### src/core/cxc_defs.vh
// Constants for the exception check unit: register offsets, fields, vectors and access port codes
`ifndef CXC_DEFS_VH
`define CXC_DEFS_VH

// APB register byte offsets
`define CXC_REG_CTRL      12'h000
`define CXC_REG_STATUS    12'h004
`define CXC_REG_MASK      12'h008
`define CXC_REG_GSTAT     12'h00c
`define CXC_REG_EVENT     12'h010
`define CXC_REG_SAVED_IP  12'h014
`define CXC_REG_LOG_ADDR  12'h018

// Control register fields
`define CXC_CTRL_AM_BIT   0
`define CXC_CTRL_MCE_BIT  1
`define CXC_CTRL_RESET    2'h0

// Global check status fields
`define CXC_GSTAT_SAVED_POINTER_VALID_BIT 0
`define CXC_GSTAT_IP_BIT   1

// Status / mask bit positions
`define CXC_EV_ALIGN      0
`define CXC_EV_MCHK       1
`define CXC_EV_SHUT       2
`define CXC_EV_MASKABLE_INTERRUPT_REQUEST       3
`define CXC_EV_W          4

// Vectors
`define CXC_VEC_ALIGN     8'h11
`define CXC_VEC_MCHK      8'h12
`define CXC_VEC_USER_MIN  8'h20
`define CXC_VEC_USER_MAX  8'hff

// Segment classes on the access port
`define CXC_SEG_DATA      2'h0
`define CXC_SEG_STACK     2'h1
`define CXC_SEG_CODE      2'h2
`define CXC_SEG_SYS       2'h3

// Data type codes on the access port
`define CXC_DT_BYTE       4'h0
`define CXC_DT_WORD       4'h1
`define CXC_DT_DWORD      4'h2
`define CXC_DT_SREAL      4'h3
`define CXC_DT_DREAL      4'h4
`define CXC_DT_XREAL      4'h5
`define CXC_DT_SEL        4'h6
`define CXC_DT_FP32       4'h7
`define CXC_DT_FP48       4'h8
`define CXC_DT_PTR32      4'h9
`define CXC_DT_TBLREG     4'ha
`define CXC_DT_FENV       4'hb
`define CXC_DT_FPU_STATE_SAVE      4'hc
`define CXC_DT_BITSTR     4'hd

// User and kernel privilege levels
`define CXC_CPL_USER      2'h3
`define CXC_CPL_KERNEL    2'h0

// Event log depth
`define CXC_LOG_DEPTH     4
`define CXC_LOG_AW        2

`endif

### src/core/cxc_pad.v
// Holds no logic: the exception unit needs no pad cells

### src/core/cxc_log_mem.v
// Small event log memory with registered read data
`timescale 1ns/1ps
module cxc_log_mem (
	input  wire        i_clk,
	input  wire        i_we,
	input  wire [1:0]  i_waddr,
	input  wire [39:0] i_wdata,
	input  wire [1:0]  i_raddr,
	output reg  [39:0] o_rdata
);
	reg [39:0] mem [0:3];

	always @(posedge i_clk) begin
		if (i_we) begin
			mem[i_waddr] <= i_wdata;
		end
		o_rdata <= mem[i_raddr];
	end
endmodule

### src/core/cxc_exc_unit.v
// Exception detection for alignment fault, machine error abort and user vectors
//
// The APB register port and the address map were decided locally.
`timescale 1ns/1ps
`include "cxc_defs.vh"

// Overview of operation
// - Only data and stack segment accesses are alignment checked, never code or system ones.
// - An operand is misaligned when its address is not a multiple of 2, 4 or 8 by its type.
// - Selectors and 32-bit far pointers need 2, 48-bit far and 32-bit pointers and table registers need 4.
// - Floating environment, save areas and bit strings need 4 or 2 bytes by operand size.
// - Checking needs mask enable set, the flag register alignment flag set and privilege 3.
// - Implicit privilege 0 accesses never fault on alignment.
// - An alignment fault goes out on vector 17 with error code zero and the faulting pointer.
// - A faulting instruction leaves no architectural effect.
// - A machine error is an abort on vector 18 with no error code.
// - The saved pointer valid flag is set only when the pointer is tied to the error.
// - With machine check enable set a machine error aborts, otherwise the core shuts down.
// - Vectors 32 to 255 come from a software interrupt or the external maskable request.
// - User vectors push no error code and save the pointer of the next instruction.
// - An external request is serviced only after all earlier instructions have retired.
module cxc_exc_unit (
	input  wire        I_CLK_SYS,
	input  wire        I_RESET,
	// APB
	input  wire        I_PSEL,
	input  wire        I_PENABLE,
	input  wire        I_PWRITE,
	input  wire [11:0] I_PADDR,
	input  wire [31:0] I_PWDATA,
	output reg  [31:0] O_PRDATA,
	output reg         O_PREADY,
	output reg         O_PSLVERR,
	// Memory access stage
	input  wire        I_MEM_VALID,
	input  wire        I_MEM_WRITE,
	input  wire        I_MEM_IMPLICIT,
	input  wire [1:0]  I_MEM_SEG,
	input  wire [3:0]  I_MEM_TYPE,
	input  wire        I_MEM_OPSIZE32,
	input  wire [31:0] I_MEM_ADDR,
	input  wire [31:0] I_INSN_IP,
	input  wire [31:0] I_NEXT_IP,
	input  wire        I_ALIGN_FLAG,
	input  wire [1:0]  I_CPL,
	// Software interrupt instruction
	input  wire        I_SWINT_VALID,
	input  wire [7:0]  I_SWINT_VECTOR,
	// Machine error
	input  wire        I_MERR,
	input  wire        I_MERR_IP_TIED,
	// External maskable request
	input  wire        I_MASKABLE_INTERRUPT_REQUEST_REQ,
	input  wire [7:0]  I_MASKABLE_INTERRUPT_REQUEST_VECTOR,
	input  wire        I_PIPE_EMPTY,
	// Outputs to pipeline and memory
	output reg         O_MEM_WRITE_EN,
	output reg         O_SUPPRESS,
	output reg         O_EXC_VALID,
	output reg  [7:0]  O_EXC_VECTOR,
	output reg         O_EXC_HAS_ERR,
	output reg  [31:0] O_EXC_ERR_CODE,
	output reg  [31:0] O_EXC_SAVED_IP,
	output reg         O_EXC_ABORT,
	output reg         O_MASKABLE_INTERRUPT_REQUEST_ACK,
	output reg         O_SHUTDOWN,
	output reg         O_IRQ
);
	reg [1:0]  ctrl_r;
	reg [3:0]  status_r;
	reg [3:0]  mask_r;
	reg [1:0]  gstat_r;
	reg [31:0] saved_ip_r;
	reg [1:0]  log_wp_r;
	reg [1:0]  log_rp_r;
	reg        rd_pend_r;
	reg        shut_r;
	reg        maskable_interrupt_request_pend_r;
	wire [39:0] log_rdata;

	// Boundary minus one for the operand type, as a low address mask
	function [2:0] align_mask;
		input [3:0] dtype;
		input       opsize32;
		begin
			case (dtype)
				`CXC_DT_WORD:   align_mask = 3'h1;
				`CXC_DT_DWORD:  align_mask = 3'h3;
				`CXC_DT_SREAL:  align_mask = 3'h3;
				`CXC_DT_DREAL:  align_mask = 3'h7;
				`CXC_DT_XREAL:  align_mask = 3'h7;
				`CXC_DT_SEL:    align_mask = 3'h1;
				`CXC_DT_FP32:   align_mask = 3'h1;
				`CXC_DT_FP48:   align_mask = 3'h3;
				`CXC_DT_PTR32:  align_mask = 3'h3;
				`CXC_DT_TBLREG: align_mask = 3'h3;
				`CXC_DT_FENV,
				`CXC_DT_FPU_STATE_SAVE,
				`CXC_DT_BITSTR: align_mask = opsize32 ? 3'h3 : 3'h1;
				default:        align_mask = 3'h0;
			endcase
		end
	endfunction

	// Register decode is used by the read path and the write path
	function is_addr;
		input [11:0] addr;
		input [11:0] reg_off;
		begin
			is_addr = (addr == reg_off);
		end
	endfunction

	wire seg_checked = (I_MEM_SEG == `CXC_SEG_DATA) || (I_MEM_SEG == `CXC_SEG_STACK);
	wire chk_enable  = ctrl_r[`CXC_CTRL_AM_BIT] && I_ALIGN_FLAG && (I_CPL == `CXC_CPL_USER);
	wire misaligned  = |(I_MEM_ADDR[2:0] & align_mask(I_MEM_TYPE, I_MEM_OPSIZE32));
	// Implicit accesses run at level 0 whatever the instruction level
	wire align_fault = I_MEM_VALID && !I_MEM_IMPLICIT && seg_checked && chk_enable && misaligned;

	wire swint_ok = I_SWINT_VALID && (I_SWINT_VECTOR >= `CXC_VEC_USER_MIN);
	wire maskable_interrupt_request_ok  = I_MASKABLE_INTERRUPT_REQUEST_VECTOR >= `CXC_VEC_USER_MIN;
	// External request waits for a drained pipeline; faults and software ints go first
	wire maskable_interrupt_request_take = maskable_interrupt_request_pend_r && maskable_interrupt_request_ok && I_PIPE_EMPTY && !align_fault && !I_MERR && !I_SWINT_VALID;

	wire apb_acc  = I_PSEL && I_PENABLE && !O_PREADY;
	// A transfer completes at the edge where the master sees ready high
	wire apb_done = I_PSEL && I_PENABLE && O_PREADY;
	wire apb_wr   = apb_done && I_PWRITE;
	wire wr_stat  = apb_wr && is_addr(I_PADDR, `CXC_REG_STATUS);

	wire [3:0] ev_set = {maskable_interrupt_request_take, I_MERR && !ctrl_r[`CXC_CTRL_MCE_BIT], I_MERR && ctrl_r[`CXC_CTRL_MCE_BIT],
		align_fault};
	wire [3:0] ev_clr = wr_stat ? I_PWDATA[3:0] : 4'h0;

	wire known_addr = is_addr(I_PADDR, `CXC_REG_CTRL) || is_addr(I_PADDR, `CXC_REG_STATUS) ||
		is_addr(I_PADDR, `CXC_REG_MASK) || is_addr(I_PADDR, `CXC_REG_GSTAT) ||
		is_addr(I_PADDR, `CXC_REG_EVENT) || is_addr(I_PADDR, `CXC_REG_SAVED_IP) ||
		is_addr(I_PADDR, `CXC_REG_LOG_ADDR);

	// Log only faults that are delivered, so the entry matches the advancing write pointer
	wire log_we = align_fault && !I_MERR && !shut_r;

	cxc_log_mem u_log (
		.i_clk   (I_CLK_SYS),
		.i_we    (log_we),
		.i_waddr (log_wp_r),
		.i_wdata ({4'h0, I_MEM_TYPE, I_MEM_ADDR}),
		.i_raddr (log_rp_r),
		.o_rdata (log_rdata)
	);

	// Sticky status: a new event wins over a simultaneous clear
	genvar g;
	generate
		for (g = 0; g < `CXC_EV_W; g = g + 1) begin : g_stat
			always @(posedge I_CLK_SYS or posedge I_RESET) begin
				if (I_RESET) begin
					status_r[g] <= 1'b0;
				end else if (ev_set[g]) begin
					status_r[g] <= 1'b1;
				end else if (ev_clr[g]) begin
					status_r[g] <= 1'b0;
				end
			end
		end
	endgenerate

	// Exception delivery and pipeline controls
	always @(posedge I_CLK_SYS or posedge I_RESET) begin
		if (I_RESET) begin
			O_MEM_WRITE_EN <= 1'b0;
			O_SUPPRESS     <= 1'b0;
			O_EXC_VALID    <= 1'b0;
			O_EXC_VECTOR   <= 8'h00;
			O_EXC_HAS_ERR  <= 1'b0;
			O_EXC_ERR_CODE <= 32'h0000_0000;
			O_EXC_SAVED_IP <= 32'h0000_0000;
			O_EXC_ABORT    <= 1'b0;
			O_MASKABLE_INTERRUPT_REQUEST_ACK     <= 1'b0;
			shut_r         <= 1'b0;
			maskable_interrupt_request_pend_r    <= 1'b0;
			gstat_r        <= 2'h0;
			saved_ip_r     <= 32'h0000_0000;
			log_wp_r       <= 2'h0;
		end else begin
			// Write strobe is gated in the same cycle as the check, so no faulting byte lands
			O_MEM_WRITE_EN <= I_MEM_VALID && I_MEM_WRITE && !align_fault && !shut_r;
			O_SUPPRESS     <= align_fault || I_MERR;
			O_EXC_VALID    <= 1'b0;
			O_EXC_ABORT    <= 1'b0;
			O_MASKABLE_INTERRUPT_REQUEST_ACK     <= 1'b0;
			// Out-of-range external vectors are dropped, not delivered
			// The source drops its request one cycle after the acknowledge; do not re-arm then
			maskable_interrupt_request_pend_r    <= I_MASKABLE_INTERRUPT_REQUEST_REQ && maskable_interrupt_request_ok && !maskable_interrupt_request_take && !O_MASKABLE_INTERRUPT_REQUEST_ACK;
			if (shut_r) begin
				O_EXC_VALID <= 1'b0;
			end else if (I_MERR) begin
				gstat_r[`CXC_GSTAT_SAVED_POINTER_VALID_BIT] <= I_MERR_IP_TIED;
				gstat_r[`CXC_GSTAT_IP_BIT]   <= 1'b1;
				saved_ip_r <= I_INSN_IP;
				if (ctrl_r[`CXC_CTRL_MCE_BIT]) begin
					O_EXC_VALID    <= 1'b1;
					O_EXC_ABORT    <= 1'b1;
					O_EXC_VECTOR   <= `CXC_VEC_MCHK;
					O_EXC_HAS_ERR  <= 1'b0;
					O_EXC_ERR_CODE <= 32'h0000_0000;
					O_EXC_SAVED_IP <= I_INSN_IP;
				end else begin
					shut_r <= 1'b1;
				end
			end else if (align_fault) begin
				O_EXC_VALID    <= 1'b1;
				O_EXC_VECTOR   <= `CXC_VEC_ALIGN;
				O_EXC_HAS_ERR  <= 1'b1;
				O_EXC_ERR_CODE <= 32'h0000_0000;
				O_EXC_SAVED_IP <= I_INSN_IP;
				log_wp_r       <= log_wp_r + 2'h1;
			end else if (swint_ok) begin
				O_EXC_VALID    <= 1'b1;
				O_EXC_VECTOR   <= I_SWINT_VECTOR;
				O_EXC_HAS_ERR  <= 1'b0;
				O_EXC_ERR_CODE <= 32'h0000_0000;
				O_EXC_SAVED_IP <= I_NEXT_IP;
			end else if (maskable_interrupt_request_take) begin
				O_EXC_VALID    <= 1'b1;
				O_MASKABLE_INTERRUPT_REQUEST_ACK     <= 1'b1;
				O_EXC_VECTOR   <= I_MASKABLE_INTERRUPT_REQUEST_VECTOR;
				O_EXC_HAS_ERR  <= 1'b0;
				O_EXC_ERR_CODE <= 32'h0000_0000;
				O_EXC_SAVED_IP <= I_NEXT_IP;
			end
		end
	end

	always @(posedge I_CLK_SYS or posedge I_RESET) begin
		if (I_RESET) begin
			O_SHUTDOWN <= 1'b0;
			O_IRQ      <= 1'b0;
		end else begin
			O_SHUTDOWN <= shut_r;
			O_IRQ      <= |(status_r & mask_r);
		end
	end

	// APB slave: two wait states on every read and write so log data comes from the memory register
	always @(posedge I_CLK_SYS or posedge I_RESET) begin
		if (I_RESET) begin
			ctrl_r    <= `CXC_CTRL_RESET;
			mask_r    <= 4'h0;
			log_rp_r  <= 2'h0;
			rd_pend_r <= 1'b0;
			O_PRDATA  <= 32'h0000_0000;
			O_PREADY  <= 1'b0;
			O_PSLVERR <= 1'b0;
		end else begin
			O_PREADY  <= 1'b0;
			O_PSLVERR <= 1'b0;
			if (apb_acc && !rd_pend_r) begin
				rd_pend_r <= 1'b1;
			end else if (rd_pend_r) begin
				rd_pend_r <= 1'b0;
				O_PREADY  <= 1'b1;
				O_PSLVERR <= !known_addr;
				O_PRDATA  <= 32'h0000_0000;
				if (!I_PWRITE) begin
					if (is_addr(I_PADDR, `CXC_REG_CTRL)) O_PRDATA <= {30'h0, ctrl_r};
					if (is_addr(I_PADDR, `CXC_REG_STATUS)) O_PRDATA <= {28'h0, status_r};
					if (is_addr(I_PADDR, `CXC_REG_MASK)) O_PRDATA <= {28'h0, mask_r};
					if (is_addr(I_PADDR, `CXC_REG_GSTAT)) O_PRDATA <= {30'h0, gstat_r};
					if (is_addr(I_PADDR, `CXC_REG_EVENT)) O_PRDATA <= log_rdata[31:0];
					if (is_addr(I_PADDR, `CXC_REG_SAVED_IP)) O_PRDATA <= saved_ip_r;
					if (is_addr(I_PADDR, `CXC_REG_LOG_ADDR)) O_PRDATA <= {24'h0, log_rdata[35:32], 2'h0, log_rp_r};
				end
			end
			// Writes land only at the completing edge, never while the access is still waiting
			if (apb_wr) begin
				if (is_addr(I_PADDR, `CXC_REG_CTRL)) begin
					ctrl_r <= I_PWDATA[1:0];
				end
				if (is_addr(I_PADDR, `CXC_REG_MASK)) begin
					mask_r <= I_PWDATA[3:0];
				end
				if (is_addr(I_PADDR, `CXC_REG_LOG_ADDR)) begin
					log_rp_r <= I_PWDATA[1:0];
				end
			end
		end
	end
endmodule

### config.mk
export PLATFORM = sky130hd
export DESIGN_NAME = cxc_exc_unit
export DESIGN_NICKNAME = d
export VERILOG_FILES = /design/src/core/cxc_pad.v /design/src/core/cxc_log_mem.v /design/src/core/cxc_exc_unit.v
export VERILOG_INCLUDE_DIRS = /design/src /design/src/core
export SDC_FILE = /design/constraint.sdc
export NUM_CORES = 1
export LEC_CHECK = 0
export BUFFER_PORTS_ARGS = -buffer_cell sky130_fd_sc_hd__clkbuf_2
export CAP_MARGIN = 20
export CORE_UTILIZATION = 55
export DETAILED_ROUTE_END_ITERATION = 6
export PLACE_DENSITY = 0.81
export SYNTH_ARGS = -nofsm -noshare
export SYNTH_HDL_FRONTEND = slang
export SYNTH_HIERARCHICAL = 1
export SYNTH_SLANG_ARGS = --single-unit
### constraint.sdc
create_clock -name I_CLK_SYS -period 9.4 [get_ports I_CLK_SYS]
set_clock_uncertainty 0.1 [all_clocks]
set_input_delay 0.47 -clock I_CLK_SYS [delete_from_list [all_inputs] [get_ports I_CLK_SYS]]
set_output_delay 0.47 -clock I_CLK_SYS [all_outputs]
set_load 0.03 [all_outputs]
# Word level (Yosys, flattened, before mapping)
# Memories as Yosys holds them, arrays and structs flattened. A register that Yosys moved wholly into a read port is not among the register bits.
# Index checks and enable logic that the tools add are counted.
[totals] n_memories=1 word_cells=186 input_bits=179 output_inout_bits=114 mem_bits_rw=144 regBits=165
[op_classes] n_bitwise=5 add_sub_neg=1 eq_ne=22 mux=61 reduce_logical=67 n_lt_le_gt_ge=2
[mem_list] name="u_log.mem" depth=4 word_bits=36 read_ports=1 rd_clocked_by_memory_dff=1 write_ports=1 line_no="cxc_log_mem.v:11" rtl="reg [39:0] mem [0:3];"
[ops] operator="$mux W32" n=17
[ops] operator="$mux W8" n=5
[ops] operator="$eq A12 B5 Y1 const B" n=3
[ops] operator="$mux W1" n=35
[ops] operator="$logic_and A1 B1 Y1" n=28
[ops] operator="$eq A12 B4 Y1 const B" n=2
[ops] operator="$eq A4 B4 Y1 const B" n=6
[ops] operator="$eq A4 B3 Y1 const B" n=4
[ops] operator="$ge A8 B6 Y1 const B" n=2
[ops] operator="$eq A12 B3 Y1 const B" n=1
[ops] operator="$logic_not A12 Y1" n=1
[ops] operator="$pmux W3 S4" n=1
[ops] operator="$logic_not A1 Y1" n=11
[ops] operator="$reduce_and A2 Y1" n=5
[ops] operator="$reduce_or A3 Y1" n=3
[ops] operator="$eq A4 B2 Y1 const B" n=2
[ops] operator="$logic_or A1 B1 Y1" n=8
[ops] operator="$reduce_bool A2 Y1" n=4
[ops] operator="$reduce_and A3 Y1" n=2
[ops] operator="$reduce_or A5 Y1" n=1
[ops] operator="$and A4 B4 Y4" n=1
[ops] operator="$eq A4 B1 Y1 const B" n=1
[ops] operator="$mux W2" n=2
[ops] operator="$mux W4" n=1
[ops] operator="10 further kinds" n=12

# Logic depth before layout (Yosys ltp)
[depth] ltp_word=15 mapped_depth=9

# Modules after synthesis
# The synthesis kept the hierarchy.
[modules_own_cells] module="cxc_log_mem" cells_per_inst=253 n_inst=1 seq_area_each_um2=5605.4 area_each_um2=6648.9
[modules_own_cells] module="cxc_exc_unit" cells_per_inst=612 n_inst=1 seq_area_each_um2=3328.2 area_each_um2=6449.9

# Worst setup path after synthesis
# OpenSTA, ideal clock, no wires.
[synth_timing] path_type="input port to flip-flop" start="input I_MEM_TYPE[2]" end="memory u_log/mem[0][0] (netlist bit) (enable)" arrival_time_ns=4.465 setup_time_ns=0.495 n_path_buf=1 path_stages=6 slack_ns=4.339 cell_sequence="and2_1 a211o_1 nor2_1 and3_1 clkbuf_1 nor3b_1"
[synth_between] elab_chain_len=10 elab_cells_between_ends=25
[synth_lines] item="start, declared" line_no="cxc_exc_unit.v:39" rtl="input wire [3:0] I_MEM_TYPE,"
[synth_lines] item="$eq A4 B4 Y1, or another cell as far along" line_no="cxc_exc_unit.v:86" rtl="case (dtype)"
[synth_lines] item="$reduce_or A5 Y1 (no source line), or another cell as far along"
[synth_lines] item="$pmux W3 S4 *" line_no="cxc_exc_unit.v:86"
[synth_lines] item="$and A3 B3 Y3 *" line_no="cxc_exc_unit.v:116" rtl="wire misaligned = |(I_MEM_ADDR[2:0] & align_mask(I_MEM_TYPE, I_MEM_OPSIZE32));"
[synth_lines] item="$reduce_or A3 Y1 *" line_no="cxc_exc_unit.v:116"
[synth_lines] item="$logic_and A1 B1 Y1 *" line_no="cxc_exc_unit.v:118" rtl="wire align_fault = I_MEM_VALID && !I_MEM_IMPLICIT && seg_checked && chk_enable && misaligned;"
[synth_lines] item="$logic_and A1 B1 Y1 * (2 in a row)" line_no="cxc_exc_unit.v:141" rtl="wire log_we = align_fault && !I_MERR && !shut_r;"
[synth_lines] item="net log_we" line_no="cxc_exc_unit.v:141"
[synth_lines] item="$mux W1 *" line_no="cxc_log_mem.v:14" rtl="if (i_we) begin"
[synth_lines] item="$mux W1 (not written as such) *" line_no="cxc_log_mem.v:15" rtl="mem[i_waddr] <= i_wdata;"
[synth_lines] item="end, declared" line_no="cxc_log_mem.v:11"
# The timed path passes the listed nets; every way through them passes the cells marked *.

# Final worst setup path
[layout_timing] start="register ctrl_r[0]" end="memory u_log/mem[3][24] (netlist bit) (enable)"
[layout_between] elab_chain_len=8
[layout_lines] item="start, declared" line_no="cxc_exc_unit.v:69" rtl="reg [1:0] ctrl_r;"
[layout_lines] item="start signal, assigned" line_no="cxc_exc_unit.v:248" rtl="ctrl_r <= `CXC_CTRL_RESET;"
[layout_lines] item="start signal, assigned" line_no="cxc_exc_unit.v:278" rtl="ctrl_r <= I_PWDATA[1:0];"
[layout_lines] item="$logic_and A1 B1 Y1 (2 in a row)" line_no="cxc_exc_unit.v:115" rtl="wire chk_enable = ctrl_r[`CXC_CTRL_AM_BIT] && I_ALIGN_FLAG && (I_CPL == `CXC_CPL_USER);"
[layout_lines] item="$logic_and A1 B1 Y1 (2 in a row)" line_no="cxc_exc_unit.v:118"
[layout_lines] item="$logic_and A1 B1 Y1 (2 in a row)" line_no="cxc_exc_unit.v:141"
[layout_lines] item="$mux W1" line_no="cxc_log_mem.v:14"
[layout_lines] item="$mux W1 (not written as such)" line_no="cxc_log_mem.v:15"
# Every way passes these cells.

==> flow_metrics.tcl <==
set metrics [dict create \
    vdd_ir_drop_max_mv 0.1155 \
    violations "design-rule violations" \
    finalSetupTns_ps 0 \
    layout_min_cycle_time_ps 2903 \
    critical_path_arrival_ps 2920 \
    finalHoldViolations 0 \
    grt.overflow.total 0 \
    vias 7883 \
    relSlewSlack_pct 30.93 \
    syn-cell-area_um2 12450 \
    start_util_pct 56.52 \
    cts.sinks 313 \
    clockBufferDepth 3 \
    first_pass_iters 7 \
    area_growth_pct 19.15 \
    wl_per_cell_um 20.36 \
    cellInternalPower_mw 2.391 \
    powerDensity_nw_per_um2 208.8 \
    numCtsBuffers 34 \
    fin_nets 1245 \
    cap_violations 0 \
    tightest_slew_ps 1036 \
    port_buffers 231 \
    rows 54 \
    min_period_over_period_pct 30.89 \
    hold_end "O_MEM_WRITE_EN" \
    grt_pass1_vias 7700 \
    gp_congestion 0.8758 \
    p_leak_nw 6.150 \
    die_h_um 152.4 \
    cp_max_fo 36 \
    ff2ff_setup_slack_ps 6500 \
    final_max_slew_viol_count 0 \
    rsz0062_at_grt "no" \
    top_level_ports 293 \
    drt_wl_total_um 27940 \
    hold-path-cell-count 3 \
    timing.rr.start "ctrl_r[0]" \
    fmax_ghz 0.3444 \
    startpoint_type "register" \
    drtAntennaViolNets 0 \
    worst_hold_startpoint "I_MEM_WRITE" \
    pwr-share-comb_pct 7.6 \
    core_um2 22030 \
    yosys_warnings 6 \
    avgSynthCellArea_um2 14.80 \
    dr.first_iter.drc_count 605 \
    cts.htree.levels 2 \
    cp.required_ps 9410 \
    fin_cells 1372 \
    fp.dieW_um 152.4 \
    status "complete, but fails checks" \
    clock-root-buffer "clkbuf_16" \
    post_cts_buffers 0 \
    r2r_cells 5 \
    grt_use_total_pct 24.12 \
    clock_latency_ps 500 \
    clkPwrFrac_pct 43.9 \
    drive_gt1_share_pct 36.02 \
    end_kind "register" \
    die-area_um2 23240 \
    drcViolationCount 55 \
    clkTransAtPathRegs_ps 60 \
    r2r-end "u_log/mem[3][24]" \
    antenna_found_initial 2 \
    min_path_type "in -> reg" \
    syn_inst 841 \
    seqPwrFrac_pct 48.5 \
    grt_max_degree 79 \
    grt_pass1_wl_um 43290 \
    p_switching_uw 706.5 \
    critPathKind "reg -> reg" \
    cts_tree "built" \
    place_inst 1308 \
    cts.repair.resized 0 \
    dp_hpwl_um 18620 \
    swShare_pct 22.81 \
    vias_per_cell 5.746 \
    setup_viol 0 \
]
how the worst max path moves through the flow:
stage | startpoint | endpoint | slack [ps] | cells past startpoint
after global placement | I_MEM_ADDR[0] | u_log/mem[1][24] | 6220 | 5
after floorplan | I_MEM_TYPE[2] | u_log/mem[0][0] | 4640 | 6
after CTS | ctrl_r[0] | u_log/mem[3][17] | 6520 | 5
after detailed placement | I_MEM_ADDR[0] | u_log/mem[3][23] | 6070 | 5
final | ctrl_r[0] | u_log/mem[3][24] | 6500 | 5
after global routing | ctrl_r[0] | u_log/mem[2][24] | 6430 | 5
layer usage:
metal,routed length [um],vias up,global-route usage [%]
met5,12,-,0
met4,947,2,9.476
met3,1973,63,4.664
met2,13110,351,37.79
met1,11890,3913,33.70
li1,-,3554,-
critical path, cell delays in order, from the launching register on:
cell and delay [ps]:
dfrtp_1 380, nand4b_1 140, a211o_1 330, nor2_1 250, and3_1 380, and3_2 910
layout by cell type, fill, tap and decap left out, types with 10 or more instances in the layout:
| master | count |
|---|---|
| o221ai_1 | 32 |
| conb_1 | 32 |
| o22ai_1 | 26 |
| edfxtp_1 | 144 |
| clkbuf_16 | 35 |
| dfrtp_1 | 132 |
| o21ai_0 | 14 |
| o211ai_1 | 32 |
| mux2_2 | 43 |
| nand2_1 | 49 |
| clkbuf_2 | 231 |
| dfxtp_1 | 36 |
| buf_4 | 10 |
| a22oi_1 | 29 |
| inv_1 | 66 |
| mux4_2 | 38 |
registers in the layout, summed over array words and instances, names as in the netlist, 2 cells and up:
register,flops
u_log/mem,144
ctrl_r,2
O_EXC_SAVED_IP,32
O_PRDATA,32
gstat_r,2
status_r,4
u_log/o_rdata,36
log_wp_r,2
log_rp_r,2
mask_r,4
O_EXC_VECTOR,8
saved_ip_r,32
per-stage QoR:
step / setup WS (ps) / hold WS [ps] / utilization, % / cell area (um^2) / total power, mW
after floorplan: 4640 / 328.9 / - / 12560 / 1.674
after global placement: 6221 / 326.3 / 61.96 / 13650 / 1.753
after detailed placement: 6068 / 344.8 / 61.96 / 13650 / 1.760
after CTS: 6523 / 72.40 / 67.27 / 14820 / 3.121
after global routing: 6426 / 76.46 / 67.33 / 14830 / 3.192
final: 6497 / 83.91 / 67.34 / 14830 / 3.097
timing repair:
item                                   4_1_cts  5_1_grt
endpoints found under the hold margin       55        0
hold buffers                                 1        0
setup endpoints to repair                    0        0
final cells by class:
type / instances / area, um^2
clock buffers: 46 / 967.2
well taps: 280 / 350.3
clock inverters: 15 / 191.4
flip-flops and latches: 313 / 8374
diodes: 1 / 2.502
multi-input cells: 405 / 3428
repair buffers: 243 / 1254
inverters: 69 / 264.0
fillers: 1512 / 7194
power groups by stage:
stage	Sequential (mW)	Clock [mW]	Combinational [mW]
finish	1.50	1.36	0.234
CTS	1.50	1.39	0.235
global placement	1.53	0	0.227
floorplan	1.57	0	0.104
detailed placement	1.53	0	0.233
global route	1.51	1.44	0.251
Power figures use the tool's default switching activity.
